File: src/inc/amr_consts.vh
`ifndef AMR_CONSTS_VH
`define AMR_CONSTS_VH
// register offsets
`define AMR_OFF_MUTE_DELAY   8'h51
`define AMR_OFF_LOOP_BW      8'h53
`define AMR_OFF_GAIN         8'h54
`define AMR_OFF_FILT_MARK    8'h5C
`define AMR_OFF_CONV         8'h5D
`define AMR_OFF_PIN_DIR      8'h60
`define AMR_OFF_PIN_FUNC     8'h61
// reset values
`define AMR_RST_MUTE_DELAY   8'h00
`define AMR_RST_LOOP_BW      8'h00
`define AMR_RST_GAIN         8'h00
`define AMR_RST_FILT_MARK    8'h00
`define AMR_RST_CONV         8'hF8
`define AMR_RST_PIN_DIR      8'h00
`define AMR_RST_PIN_FUNC     8'h00
// field positions
`define AMR_LEFT_DLY_HI      6
`define AMR_LEFT_DLY_LO      4
`define AMR_RIGHT_DLY_HI     2
`define AMR_RIGHT_DLY_LO     0
`define AMR_BW_HI            6
`define AMR_BW_LO            5
`define AMR_GAIN_HI          4
`define AMR_GAIN_LO          0
`define AMR_MARK_BIT         0
`define AMR_RATE_BIT         7
`define AMR_DITH_EN_HI       6
`define AMR_DITH_EN_LO       5
`define AMR_DITH_LVL_HI      4
`define AMR_DITH_LVL_LO      2
`define AMR_DEM_HI           1
`define AMR_DEM_LO           0
`define AMR_DIR_BIT          0
`define AMR_FUNC_HI          4
`define AMR_FUNC_LO          0
// pin function codes
`define AMR_FN_OFF           5'h00
`define AMR_FN_MUTE_BOTH     5'h03
`define AMR_FN_MUTE_LEFT     5'h04
`define AMR_FN_MUTE_RIGHT    5'h05
`define AMR_FN_CLK_BAD       5'h06
`define AMR_FN_FAULT         5'h0B
// mute delay, sample periods at 96 kHz
`define AMR_FS_REF_HZ        32'h00017700
`define AMR_DLY_0            20'h00450
`define AMR_DLY_1            20'h013E0
`define AMR_DLY_2            20'h027F0
`define AMR_DLY_3            20'h063F0
`define AMR_DLY_4            20'h0C8A0
`define AMR_DLY_5            20'h18F60
`define AMR_DLY_6            20'h3E760
`define AMR_DLY_7            20'h7CEC0
`endif

File: src/verilog/amr_zero_timer.v
`timescale 1ns/10ps
`include "amr_consts.vh"
module amr_zero_timer (
  input  wire       sys_clk,
  input  wire       rst,
  input  wire       enable,
  input  wire       sample_stb,
  input  wire       sample_zero,
  input  wire [2:0] delay_code,
  output reg        muted_r
);
  reg  [19:0] run_r;
  reg  [19:0] limit;

  // delay code to sample count
  always @* begin
    case (delay_code)
      3'h0:    limit = `AMR_DLY_0;
      3'h1:    limit = `AMR_DLY_1;
      3'h2:    limit = `AMR_DLY_2;
      3'h3:    limit = `AMR_DLY_3;
      3'h4:    limit = `AMR_DLY_4;
      3'h5:    limit = `AMR_DLY_5;
      3'h6:    limit = `AMR_DLY_6;
      default: limit = `AMR_DLY_7;
    endcase
  end

  // RULE_03: counts sample periods
  always @(posedge sys_clk) begin
    if (rst || !enable) begin
      run_r   <= 20'h00000;
      muted_r <= 1'b0;
    end else if (sample_stb) begin
      if (!sample_zero) begin
        run_r   <= 20'h00000;
        muted_r <= 1'b0;
      end else begin
        // saturate the run, mute on the limit-th zero
        if (run_r < limit) begin
          run_r <= run_r + 20'h00001;
        end
        if (run_r >= limit - 20'h00001) begin
          muted_r <= 1'b1;
        end
      end
    end
  end
endmodule // amr_zero_timer

File: src/verilog/amr_pin_sync.v
`timescale 1ns/10ps
module amr_pin_sync (
  input  wire sys_clk,
  input  wire rst,
  input  wire pin_in,
  output reg  level_r
);
  reg s1_r;
  reg s2_r;
  reg s3_r;

  // three stages, accept when last two agree
  always @(posedge sys_clk) begin
    if (rst) begin
      s1_r    <= 1'b0;
      s2_r    <= 1'b0;
      s3_r    <= 1'b0;
      level_r <= 1'b0;
    end else begin
      s1_r <= pin_in;
      s2_r <= s1_r;
      s3_r <= s2_r;
      if (s2_r == s3_r) begin
        level_r <= s3_r;
      end
    end
  end
endmodule // amr_pin_sync

File: src/verilog/amr_regs.v
// What this block does
// RULE_01: bits 6..4 of the mute delay register pick the left zero-run time, 11.5 ms up to 5.33 s.
// RULE_02: bits 2..0 of the same register pick the right zero-run time from the eight listed codes.
// RULE_03: zero-run times are counted in sample periods, so they scale with the sample rate.
// RULE_04: bits 6..5 of the loop bandwidth register select 80, 100, 120 or 175 kHz, reset 00.
// RULE_05: the host should pick 175 kHz at 768 kHz switching and at most 120 kHz at 384 kHz.
// RULE_06: the five-bit gain field attenuates 0.5 dB per code from 0 dB down to -15.5 dB.
// RULE_07: the host sets bit 0 of the marker register before the first coefficient of a biquad.
// RULE_08: converter bit 7 picks the modulator rate, 0 for 6.144 MHz and 1 for 3.072 MHz, reset 1.
// RULE_09: converter bits 6..5 enable none, main, second or both dither stages, reset 11.
// RULE_10: converter bits 4..2 pick the dither amplitude, code 100 largest to 011 smallest, reset 110.
// RULE_11: converter bits 1..0 enable element matching at 00 and disable it at 11, reset 00.
// RULE_12: bit 0 of the pin direction register makes the multi pin an input at 0 and an output at 1.
// RULE_13: as an output, the pin drives the signal chosen by the five-bit pin function selector.
// RULE_14: every bit of every register reads back the last value written, or its reset value.
`timescale 1ns/10ps
`include "amr_consts.vh"
module amr_regs (
  input  wire       sys_clk,
  input  wire       rst,
  input  wire       reg_wr,
  input  wire       reg_rd,
  input  wire [7:0] reg_addr,
  input  wire [7:0] reg_wdata,
  output reg  [7:0] reg_rdata_r,
  output reg        reg_ack_r,
  input  wire       sample_stb,
  input  wire       left_zero,
  input  wire       right_zero,
  input  wire       left_mute_en,
  input  wire       right_mute_en,
  input  wire       mute_joint,
  input  wire       clk_invalid,
  input  wire       fault_n,
  input  wire       multi_pin_in,
  output wire       multi_pin_out,
  output wire       multi_pin_oe,
  output wire       multi_pin_level,
  output wire       left_muted,
  output wire       right_muted,
  output wire [1:0] loop_bandwidth_sel,
  output wire [4:0] analog_attenuation,
  output wire       first_coef_marker,
  output wire       dac_rate_slow,
  output wire       dither_main_en,
  output wire       dither_second_en,
  output wire [2:0] dither_level,
  output wire [1:0] element_matching_sel,
  output wire       dynamic_element_matching_en
);
  reg  [7:0] mute_delay_r;
  reg  [7:0] loop_bw_r;
  reg  [7:0] gain_r;
  reg  [7:0] filt_mark_r;
  reg  [7:0] conv_r;
  reg  [7:0] pin_dir_r;
  reg  [7:0] pin_func_r;
  reg  [7:0] rdata_nxt;
  reg        pin_drive_r;
  wire       left_run;
  wire       right_run;
  wire       both_run;
  wire       pin_sync;

  // RULE_14: full-width stores keep reserved bits
  always @(posedge sys_clk) begin
    if (rst) begin
      mute_delay_r <= `AMR_RST_MUTE_DELAY;
      loop_bw_r    <= `AMR_RST_LOOP_BW;
      gain_r       <= `AMR_RST_GAIN;
      filt_mark_r  <= `AMR_RST_FILT_MARK;
      conv_r       <= `AMR_RST_CONV;
      pin_dir_r    <= `AMR_RST_PIN_DIR;
      pin_func_r   <= `AMR_RST_PIN_FUNC;
    end else if (reg_wr) begin
      case (reg_addr)
        `AMR_OFF_MUTE_DELAY: mute_delay_r <= reg_wdata;
        `AMR_OFF_LOOP_BW:    loop_bw_r    <= reg_wdata;
        `AMR_OFF_GAIN:       gain_r       <= reg_wdata;
        `AMR_OFF_FILT_MARK:  filt_mark_r  <= reg_wdata;
        `AMR_OFF_CONV:       conv_r       <= reg_wdata;
        `AMR_OFF_PIN_DIR:    pin_dir_r    <= reg_wdata;
        `AMR_OFF_PIN_FUNC:   pin_func_r   <= reg_wdata;
        default:             pin_func_r   <= pin_func_r;
      endcase
    end
  end

  // RULE_14: read mux, unmapped reads zero
  always @* begin
    case (reg_addr)
      `AMR_OFF_MUTE_DELAY: rdata_nxt = mute_delay_r;
      `AMR_OFF_LOOP_BW:    rdata_nxt = loop_bw_r;
      `AMR_OFF_GAIN:       rdata_nxt = gain_r;
      `AMR_OFF_FILT_MARK:  rdata_nxt = filt_mark_r;
      `AMR_OFF_CONV:       rdata_nxt = conv_r;
      `AMR_OFF_PIN_DIR:    rdata_nxt = pin_dir_r;
      `AMR_OFF_PIN_FUNC:   rdata_nxt = pin_func_r;
      default:             rdata_nxt = 8'h00;
    endcase
  end

  // registered read data and access ack
  always @(posedge sys_clk) begin
    if (rst) begin
      reg_rdata_r <= 8'h00;
      reg_ack_r   <= 1'b0;
    end else begin
      reg_ack_r <= reg_wr | reg_rd;
      if (reg_rd) begin
        reg_rdata_r <= rdata_nxt;
      end
    end
  end

  // RULE_01: left zero-run timer
  amr_zero_timer u_left (
    .sys_clk     (sys_clk),
    .rst         (rst),
    .enable      (left_mute_en),
    .sample_stb  (sample_stb),
    .sample_zero (left_zero),
    .delay_code  (mute_delay_r[`AMR_LEFT_DLY_HI:`AMR_LEFT_DLY_LO]),
    .muted_r     (left_run)
  );

  // RULE_02: right zero-run timer
  amr_zero_timer u_right (
    .sys_clk     (sys_clk),
    .rst         (rst),
    .enable      (right_mute_en),
    .sample_stb  (sample_stb),
    .sample_zero (right_zero),
    .delay_code  (mute_delay_r[`AMR_RIGHT_DLY_HI:`AMR_RIGHT_DLY_LO]),
    .muted_r     (right_run)
  );

  // joint mode mutes only when both channels qualify
  assign both_run    = left_run & right_run;
  assign left_muted  = mute_joint ? both_run : left_run;
  assign right_muted = mute_joint ? both_run : right_run;

  // RULE_04: loop bandwidth code
  assign loop_bandwidth_sel = loop_bw_r[`AMR_BW_HI:`AMR_BW_LO];
  // RULE_06: attenuation code, 0.5 dB per step
  assign analog_attenuation = gain_r[`AMR_GAIN_HI:`AMR_GAIN_LO];
  // first-coefficient marker to the coefficient path
  assign first_coef_marker = filt_mark_r[`AMR_MARK_BIT];
  // RULE_08: modulator rate select
  assign dac_rate_slow = conv_r[`AMR_RATE_BIT];
  // RULE_09: dither stage enables
  assign dither_main_en   = conv_r[`AMR_DITH_EN_LO];
  assign dither_second_en = conv_r[`AMR_DITH_EN_HI];
  // RULE_10: dither amplitude code
  assign dither_level = conv_r[`AMR_DITH_LVL_HI:`AMR_DITH_LVL_LO];
  // RULE_11: element matching on only at 00
  assign element_matching_sel        = conv_r[`AMR_DEM_HI:`AMR_DEM_LO];
  assign dynamic_element_matching_en = (conv_r[`AMR_DEM_HI:`AMR_DEM_LO] == 2'h0);

  // RULE_13: pin function select
  always @(posedge sys_clk) begin
    if (rst) begin
      pin_drive_r <= 1'b0;
    end else begin
      case (pin_func_r[`AMR_FUNC_HI:`AMR_FUNC_LO])
        `AMR_FN_MUTE_BOTH:  pin_drive_r <= left_muted & right_muted;
        `AMR_FN_MUTE_LEFT:  pin_drive_r <= left_muted;
        `AMR_FN_MUTE_RIGHT: pin_drive_r <= right_muted;
        `AMR_FN_CLK_BAD:    pin_drive_r <= clk_invalid;
        `AMR_FN_FAULT:      pin_drive_r <= fault_n;
        default:            pin_drive_r <= 1'b0;
      endcase
    end
  end

  // RULE_12: direction bit enables the driver
  assign multi_pin_oe  = pin_dir_r[`AMR_DIR_BIT];
  assign multi_pin_out = pin_drive_r;

  // input level when the pin is not driven
  amr_pin_sync u_pin (
    .sys_clk (sys_clk),
    .rst     (rst),
    .pin_in  (multi_pin_in),
    .level_r (pin_sync)
  );
  assign multi_pin_level = pin_sync;
endmodule // amr_regs

File: config.mk
export PLATFORM = sky130hd
export DESIGN_NAME = amr_regs
export DESIGN_NICKNAME = d
export VERILOG_FILES = /design/src/verilog/amr_zero_timer.v /design/src/verilog/amr_pin_sync.v /design/src/verilog/amr_regs.v
export VERILOG_INCLUDE_DIRS = /design/src /design/src/inc
export SDC_FILE = /design/constraint.sdc
export NUM_CORES = 1
export LEC_CHECK = 0
export BUFFER_PORTS_ARGS = -buffer_cell sky130_fd_sc_hd__buf_2
export CORE_MARGIN = 5
export CORE_UTILIZATION = 50
export CTS_CLUSTER_SIZE = 8
export DETAILED_ROUTE_END_ITERATION = 10
export HOLD_SLACK_MARGIN = 0.05
export PLACE_DENSITY = 0.75
export SLEW_MARGIN = 20
export SYNTH_ARGS = -nofsm -noshare
export SYNTH_HDL_FRONTEND = slang
export SYNTH_SLANG_ARGS = --single-unit
File: constraint.sdc
create_clock -name sys_clk -period 7 [get_ports sys_clk]
set_input_delay 0.7 -clock sys_clk [delete_from_list [all_inputs] [get_ports sys_clk]]
set_output_delay 0.7 -clock sys_clk [all_outputs]
set_load 0.03 [all_outputs]
# == Word-level counts from Yosys, hierarchy flattened ==
# Cells that the tools add are included.
# op_classes
order_cmp,4
reduce_logical,18
eq_ne,29
addsub,4
mux,14
bitwise,3
# ops
operator,n
case mux 19 bit (7 select lines),2
2-to-1 mux 20 bit,4
== test 8 x 7 -> 1 bit (second input constant),7
case mux 8 bit (7 select lines),1
adder 20 x 1 -> 20 bit (second input constant),2
>= comparator 20 bit,2
< comparator 20 x 19 -> 1 bit,2
subtractor 19 x 1 -> 20 bit (second input constant),2
AND reduction 2 bit,11
== test 3 bit (second input constant),6
== test 5 x 3 -> 1 bit (second input constant),3
== test 3 x 2 -> 1 bit (second input constant),4
!= test 2 x 1 -> 1 bit (second input constant),4
== test 3 x 1 -> 1 bit (second input constant),2
logical NOT 3 bit,2
2-to-1 mux 1 bit,6
== test 5 x 2 -> 1 bit (second input constant),1
== test 5 x 4 -> 1 bit (second input constant),1
case mux 1 bit (5 select lines),1
AND 1 bit,2
logical NOT 1 bit,2
logical NOT 2 bit,1
logical OR 1 bit,2
== test 1 bit,1
bitwise OR 1 bit,1
# totals
inputBits,29
out_inout_bits,31
wordCells,90
ff_bits,112

# == Longest topological paths before layout ==
# depth
ltp_word,6
ltp_mapped,13
ltp_nobuf,12

# == Hierarchy ==
# Synthesis repeated with hierarchy kept, for this count alone.
# hier_totals
cells_unflattened,811
hier_area_um2,7063.0
# by_module_without_submodules
module,cells_each,area_each_um2,n_inst,seq_area_each_um2
amr_regs,340,3266.9,1,1321.3
amr_zero_timer at u_left,232,1846.8,1,420.4
amr_zero_timer at u_right,229,1836.8,1,420.4
amr_pin_sync,10,112.6,1,80.1

# == Worst setup path after synthesis ==
# No wires, ideal clock.
# synth_timing
path_kind,reg-to-reg
start,register mute_delay_r[6]
end,register u_left.run_r[16]
setup_time_ns,0.070
stages_incl_launch_ff,11
arrival_time_ns,2.885
path_buffers,3
setup_slack_ns,4.045
required_time_ns,6.930
path_cell_list,dfxtp_1 clkbuf_1 clkbuf_1 nand2_1 ha_1 a21o_1 a2111o_1 o32a_4 buf_6 or4_1 a21oi_1
# synth_via
elab_chain_cells,5
elab_cells_between_ends,11
cone_classes,order compare (1); eq/ne (7); mux (1); reduce/logical (2)
# synth_lines
element,line_no,text
from (decl),amr_regs.v:51,reg [7:0] mute_delay_r;
from (signal assigned),amr_regs.v:68,mute_delay_r <= `AMR_RST_MUTE_DELAY;
from (signal assigned),amr_regs.v:77,`AMR_OFF_MUTE_DELAY: mute_delay_r <= reg_wdata;
== test 3 bit (tied with other cells),amr_zero_timer.v:17,case (delay_code)
case mux 19 bit (7 select lines) *,amr_zero_timer.v:17,
< comparator 20 x 19 -> 1 bit *,amr_zero_timer.v:40,if (run_r < limit) begin
!= test 2 x 1 -> 1 bit (no line) *,-,
AND reduction 2 bit (no line) *,-,
to (signal assigned),amr_zero_timer.v:41,run_r <= run_r + 20'h00001;
to (decl),amr_zero_timer.v:12,reg [19:0] run_r;
# Mark *: on every way between the ends. The rest lies on a longest branch, timed or not.
# A chain may end at the register's enable or synchronous reset.

# == Final worst setup path ==
# layout_timing
start,register mute_delay_r[2]
end,register u_right.run_r[8]
# layout_via
elab_chain_cells,5
elab_cells_between_ends,11
cone_classes,order compare (1); eq/ne (7); mux (1); reduce/logical (2)
# layout_lines
element,line_no
== test 3 bit (tied with other cells),amr_zero_timer.v:17
case mux 19 bit (7 select lines) *,amr_zero_timer.v:17
< comparator 20 x 19 -> 1 bit *,amr_zero_timer.v:40
!= test 2 x 1 -> 1 bit (no line) *,-
AND reduction 2 bit (no line) *,-
to (signal assigned),amr_zero_timer.v:41
to (decl),amr_zero_timer.v:12
# Marks and branches as above.

==> metrics.csv <==
stage;metric;value;unit
timing;relSlewSlack;37.3;%
clocking;clkTransAtPathRegs;80;ps
critical_path;worstPathArrival;3450;ps
power_and_ir_drop;seqPwrFrac;52.8;%
power_and_ir_drop;pwr-share-clk;41.5;%
yosys;yosysSeqAreaShare;32.8;%
die;die_x;127;um
yosys;yosysWarnings;0;
power_and_ir_drop;p_leak;0.00294;uW
clocking;hold_buffers;0;
power_and_ir_drop;combPwrFrac;5.6;%
timing;period_needed;3160;ps
yosys;ys_ff_latch;112;
clocking;cts_setup_buffers;0;
final_layout;drive_gt1_share;10.5;%
placed_design;place_hpwl;12500;um
detailed_routing;first_pass_iters;6;
detailed_routing;avgRoutedWirePerCell;17.0;um
placed_design;globalplace.congestion;0.914;
clocking;cts.sinks;112;
clocking;cts_tree;done;
worst_hold_path;hp-class;reg -> reg;
job;cap_violations;0;
yosys;async_flop_share;0;%
critical_path;worstPathMaxFanout;17;
critical_path;path_class;reg -> reg;
timing;fmax;316;MHz
clocking;clk_latency;360;ps
clocking;cts_root_buf;clkbuf_16;
die;row_count;42;
critical_path;cp.required;7290;ps
power_and_ir_drop;switching_power;304;uW
yosys;synthFlopType;dfxtp_1;
critical_path;cp-start-kind;flop;
timing;final_max_slew_viol_count;0;
die;die_h;127;um
die;core-area;0.0133;mm2
timing;fin_skew;12.9;ps
detailed_routing;vias_per_cell;6.05;
detailed_routing;totalWireLength;17700;um
clocking;cts.htree.levels;3;
yosys;yosysTopAreaCell;dfxtp_1;
detailed_routing;vias;6319;
global_routing;grt_max_degree;67;
clocking;clk_path_buf_depth;2;
timing;finalSetupViolCount;0;
yosys;synth_area_leaders;dfxtp_1 33%, ha_1 12%, a21oi_1 6.6%;
timing;rsz0062_at_grt;no;
global_routing;antenna_found_initial;0;
die;start_util;51.2;%
die;dieArea;0.0161;mm2
global_routing;grt_pass1_wl;28600;um
yosys;yosys-top-cells-count;112 x dfxtp_1, 101 x nand2_1, 90 x a21oi_1, 63 x ha_1, 50 x nand3_1;
timing;setup_tns;0;ps
power_and_ir_drop;power.density;163;mW/mm2
clocking;numCtsBuffers;9;
run_status;status;finished, final reports clean;
detailed_routing;drtAntennaViolNets;0;
global_routing;grt_pass1_vias;5588;
final_layout;fin_util;55.8;%
global_routing;overflow;0;
timing;period_share;45.2;%
yosys;syn_area;0.00684;mm2
yosys;synth_cell_types;64;
power_and_ir_drop;p_sw_share;25.1;%
timing;holdWs;447;ps
timing;finalHoldViolations;0;
detailed_routing;drtIter0Drc;812;
yosys;syn_area_per_cell;8.12;um2
timing;worst_slew_pin_slew;936;ps
yosys;synth.most_common_cell;dfxtp_1;
clocking;cts_resized;0;
final_layout;num_antenna_cells;0;
detailed_routing;drc_errors;0;
final_layout;nNetsFinal;955;
critical_path;worstSetupEndpointType;flop;
die;num_io_pins;60;
power_and_ir_drop;p_total;1210;uW
global_routing;grt_usage;21.5;%
yosys;synth_top_area_share;32.8;%
yosys;synth_edf_count;0;
final_layout;syn2layout_area_growth;8.87;%
power_and_ir_drop;irDropWorstVdd;109;uV
power_and_ir_drop;p_int;907;uW
yosys;syn_inst;842;
placed_design;portBuffers;59;
==> per-stage QoR <==
| stage | cell area, um2 | worst slack [ps] | instances |
|---|---|---|---|
| 2_1_floorplan | 6840 | 4040 | 843 |
| 3_3_place_gp | 7170 | 3980 | 1028 |
| 3_5_place_dp | 7170 | 3930 | 1028 |
| 4_1_cts | 7450 | 3870 | 1044 |
| 5_1_grt | 7450 | 3600 | 1044 |
| 6_report | 7450 | 3840 | 1044 |
==> registers in the layout (all words and copies together), names as in the netlist <==
register / cells
u_pin.s3_r: 1
conv_r: 8
u_left.muted_r: 1
u_right.run_r: 20
u_pin.s2_r: 1
filt_mark_r: 8
mute_delay_r: 8
multi_pin_out: 1
reg_rdata_r: 8
u_pin.s1_r: 1
u_right.muted_r: 1
u_pin.level_r: 1
loop_bw_r: 8
reg_ack_r: 1
pin_func_r: 8
u_left.run_r: 20
pin_dir_r: 8
gain_r: 8
==> power groups by stage <==
stage / registers, uW / clock network, uW / logic, uW
after floorplan: 656 / 0 / 39.3
after global placement: 655 / 0 / 67.0
after detailed placement: 655 / 0 / 67.1
after CTS: 640 / 513 / 67.7
after global routing: 640 / 537 / 74.0
final: 640 / 503 / 68.3
==> critical path, cell delays in order (launching register included) <==
cell	delay, ps
dfxtp_1	640
inv_1	220
nand3_1	130
nand2_1	100
ha_1	290
nor2b_1	130
o211a_1	220
o21ai_0	340
a31oi_1	140
buf_4	230
or4_1	480
a21oi_1	160
==> logic make-up after synthesis <==
logic type / after synthesis / share of synthesized area, %
compound gates: 242 / 22.9
xor+xnor: 7 / 0.896
fa+ha+maj: 63 / 11.5
buf+inv: 87 / 5.30
flops: 112 / 32.8
mux: 27 / 3.95
other cells: 1 / 0.0548
simple gates: 303 / 22.6
==> layout make-up <==
| cell class | count | area (um2) |
|---|---|---|
| well taps | 176 | 220 |
| repair buffers | 65 | 340 |
| flip-flops and latches | 112 | 2240 |
| multi-input cells | 644 | 4250 |
| inverters | 31 | 116 |
| clock inverters | 6 | 50.0 |
| fillers | 1259 | 5900 |
| clock buffers | 10 | 229 |
==> layer usage <==
metal	wire, um	vias to the layer above	GRT usage [%]
li1	-	3152	-
met1	8190	2973	30.2
met2	8250	166	33.6
met3	981	28	4.41
met4	325	0	5.87
met5	0	-	0
==> layout by cell type, fill, tap and decap left out, drive strengths merged, types with 13 or more instances in the layout <==
| cell type | Yosys | final |
|---|---|---|
| nand4 | 17 | 17 |
| o21ai | 45 | 45 |
| ha | 63 | 63 |
| o31ai | 25 | 25 |
| inv | 31 | 34 |
| mux2i | 27 | 27 |
| a21oi | 90 | 90 |
| nor2 | 46 | 46 |
| buf | 10 | 65 |
| o21a | 14 | 14 |
| dfxtp | 112 | 112 |
| nand3 | 50 | 50 |
| nand2 | 101 | 101 |
| or3 | 13 | 13 |
| or4 | 19 | 19 |
==> final timing paths <==
check | start | to | slack, ps | cells after the start
max | mute_delay_r[2] | u_right.run_r[8] | 3840 | 11
min | u_pin.s1_r | u_pin.s2_r | 450 | 1
max reg2reg | mute_delay_r[2] | u_right.run_r[8] | 3840 | 11
min reg2reg | u_pin.s1_r | u_pin.s2_r | 450 | 1
(Power assumes the default switching activity.)
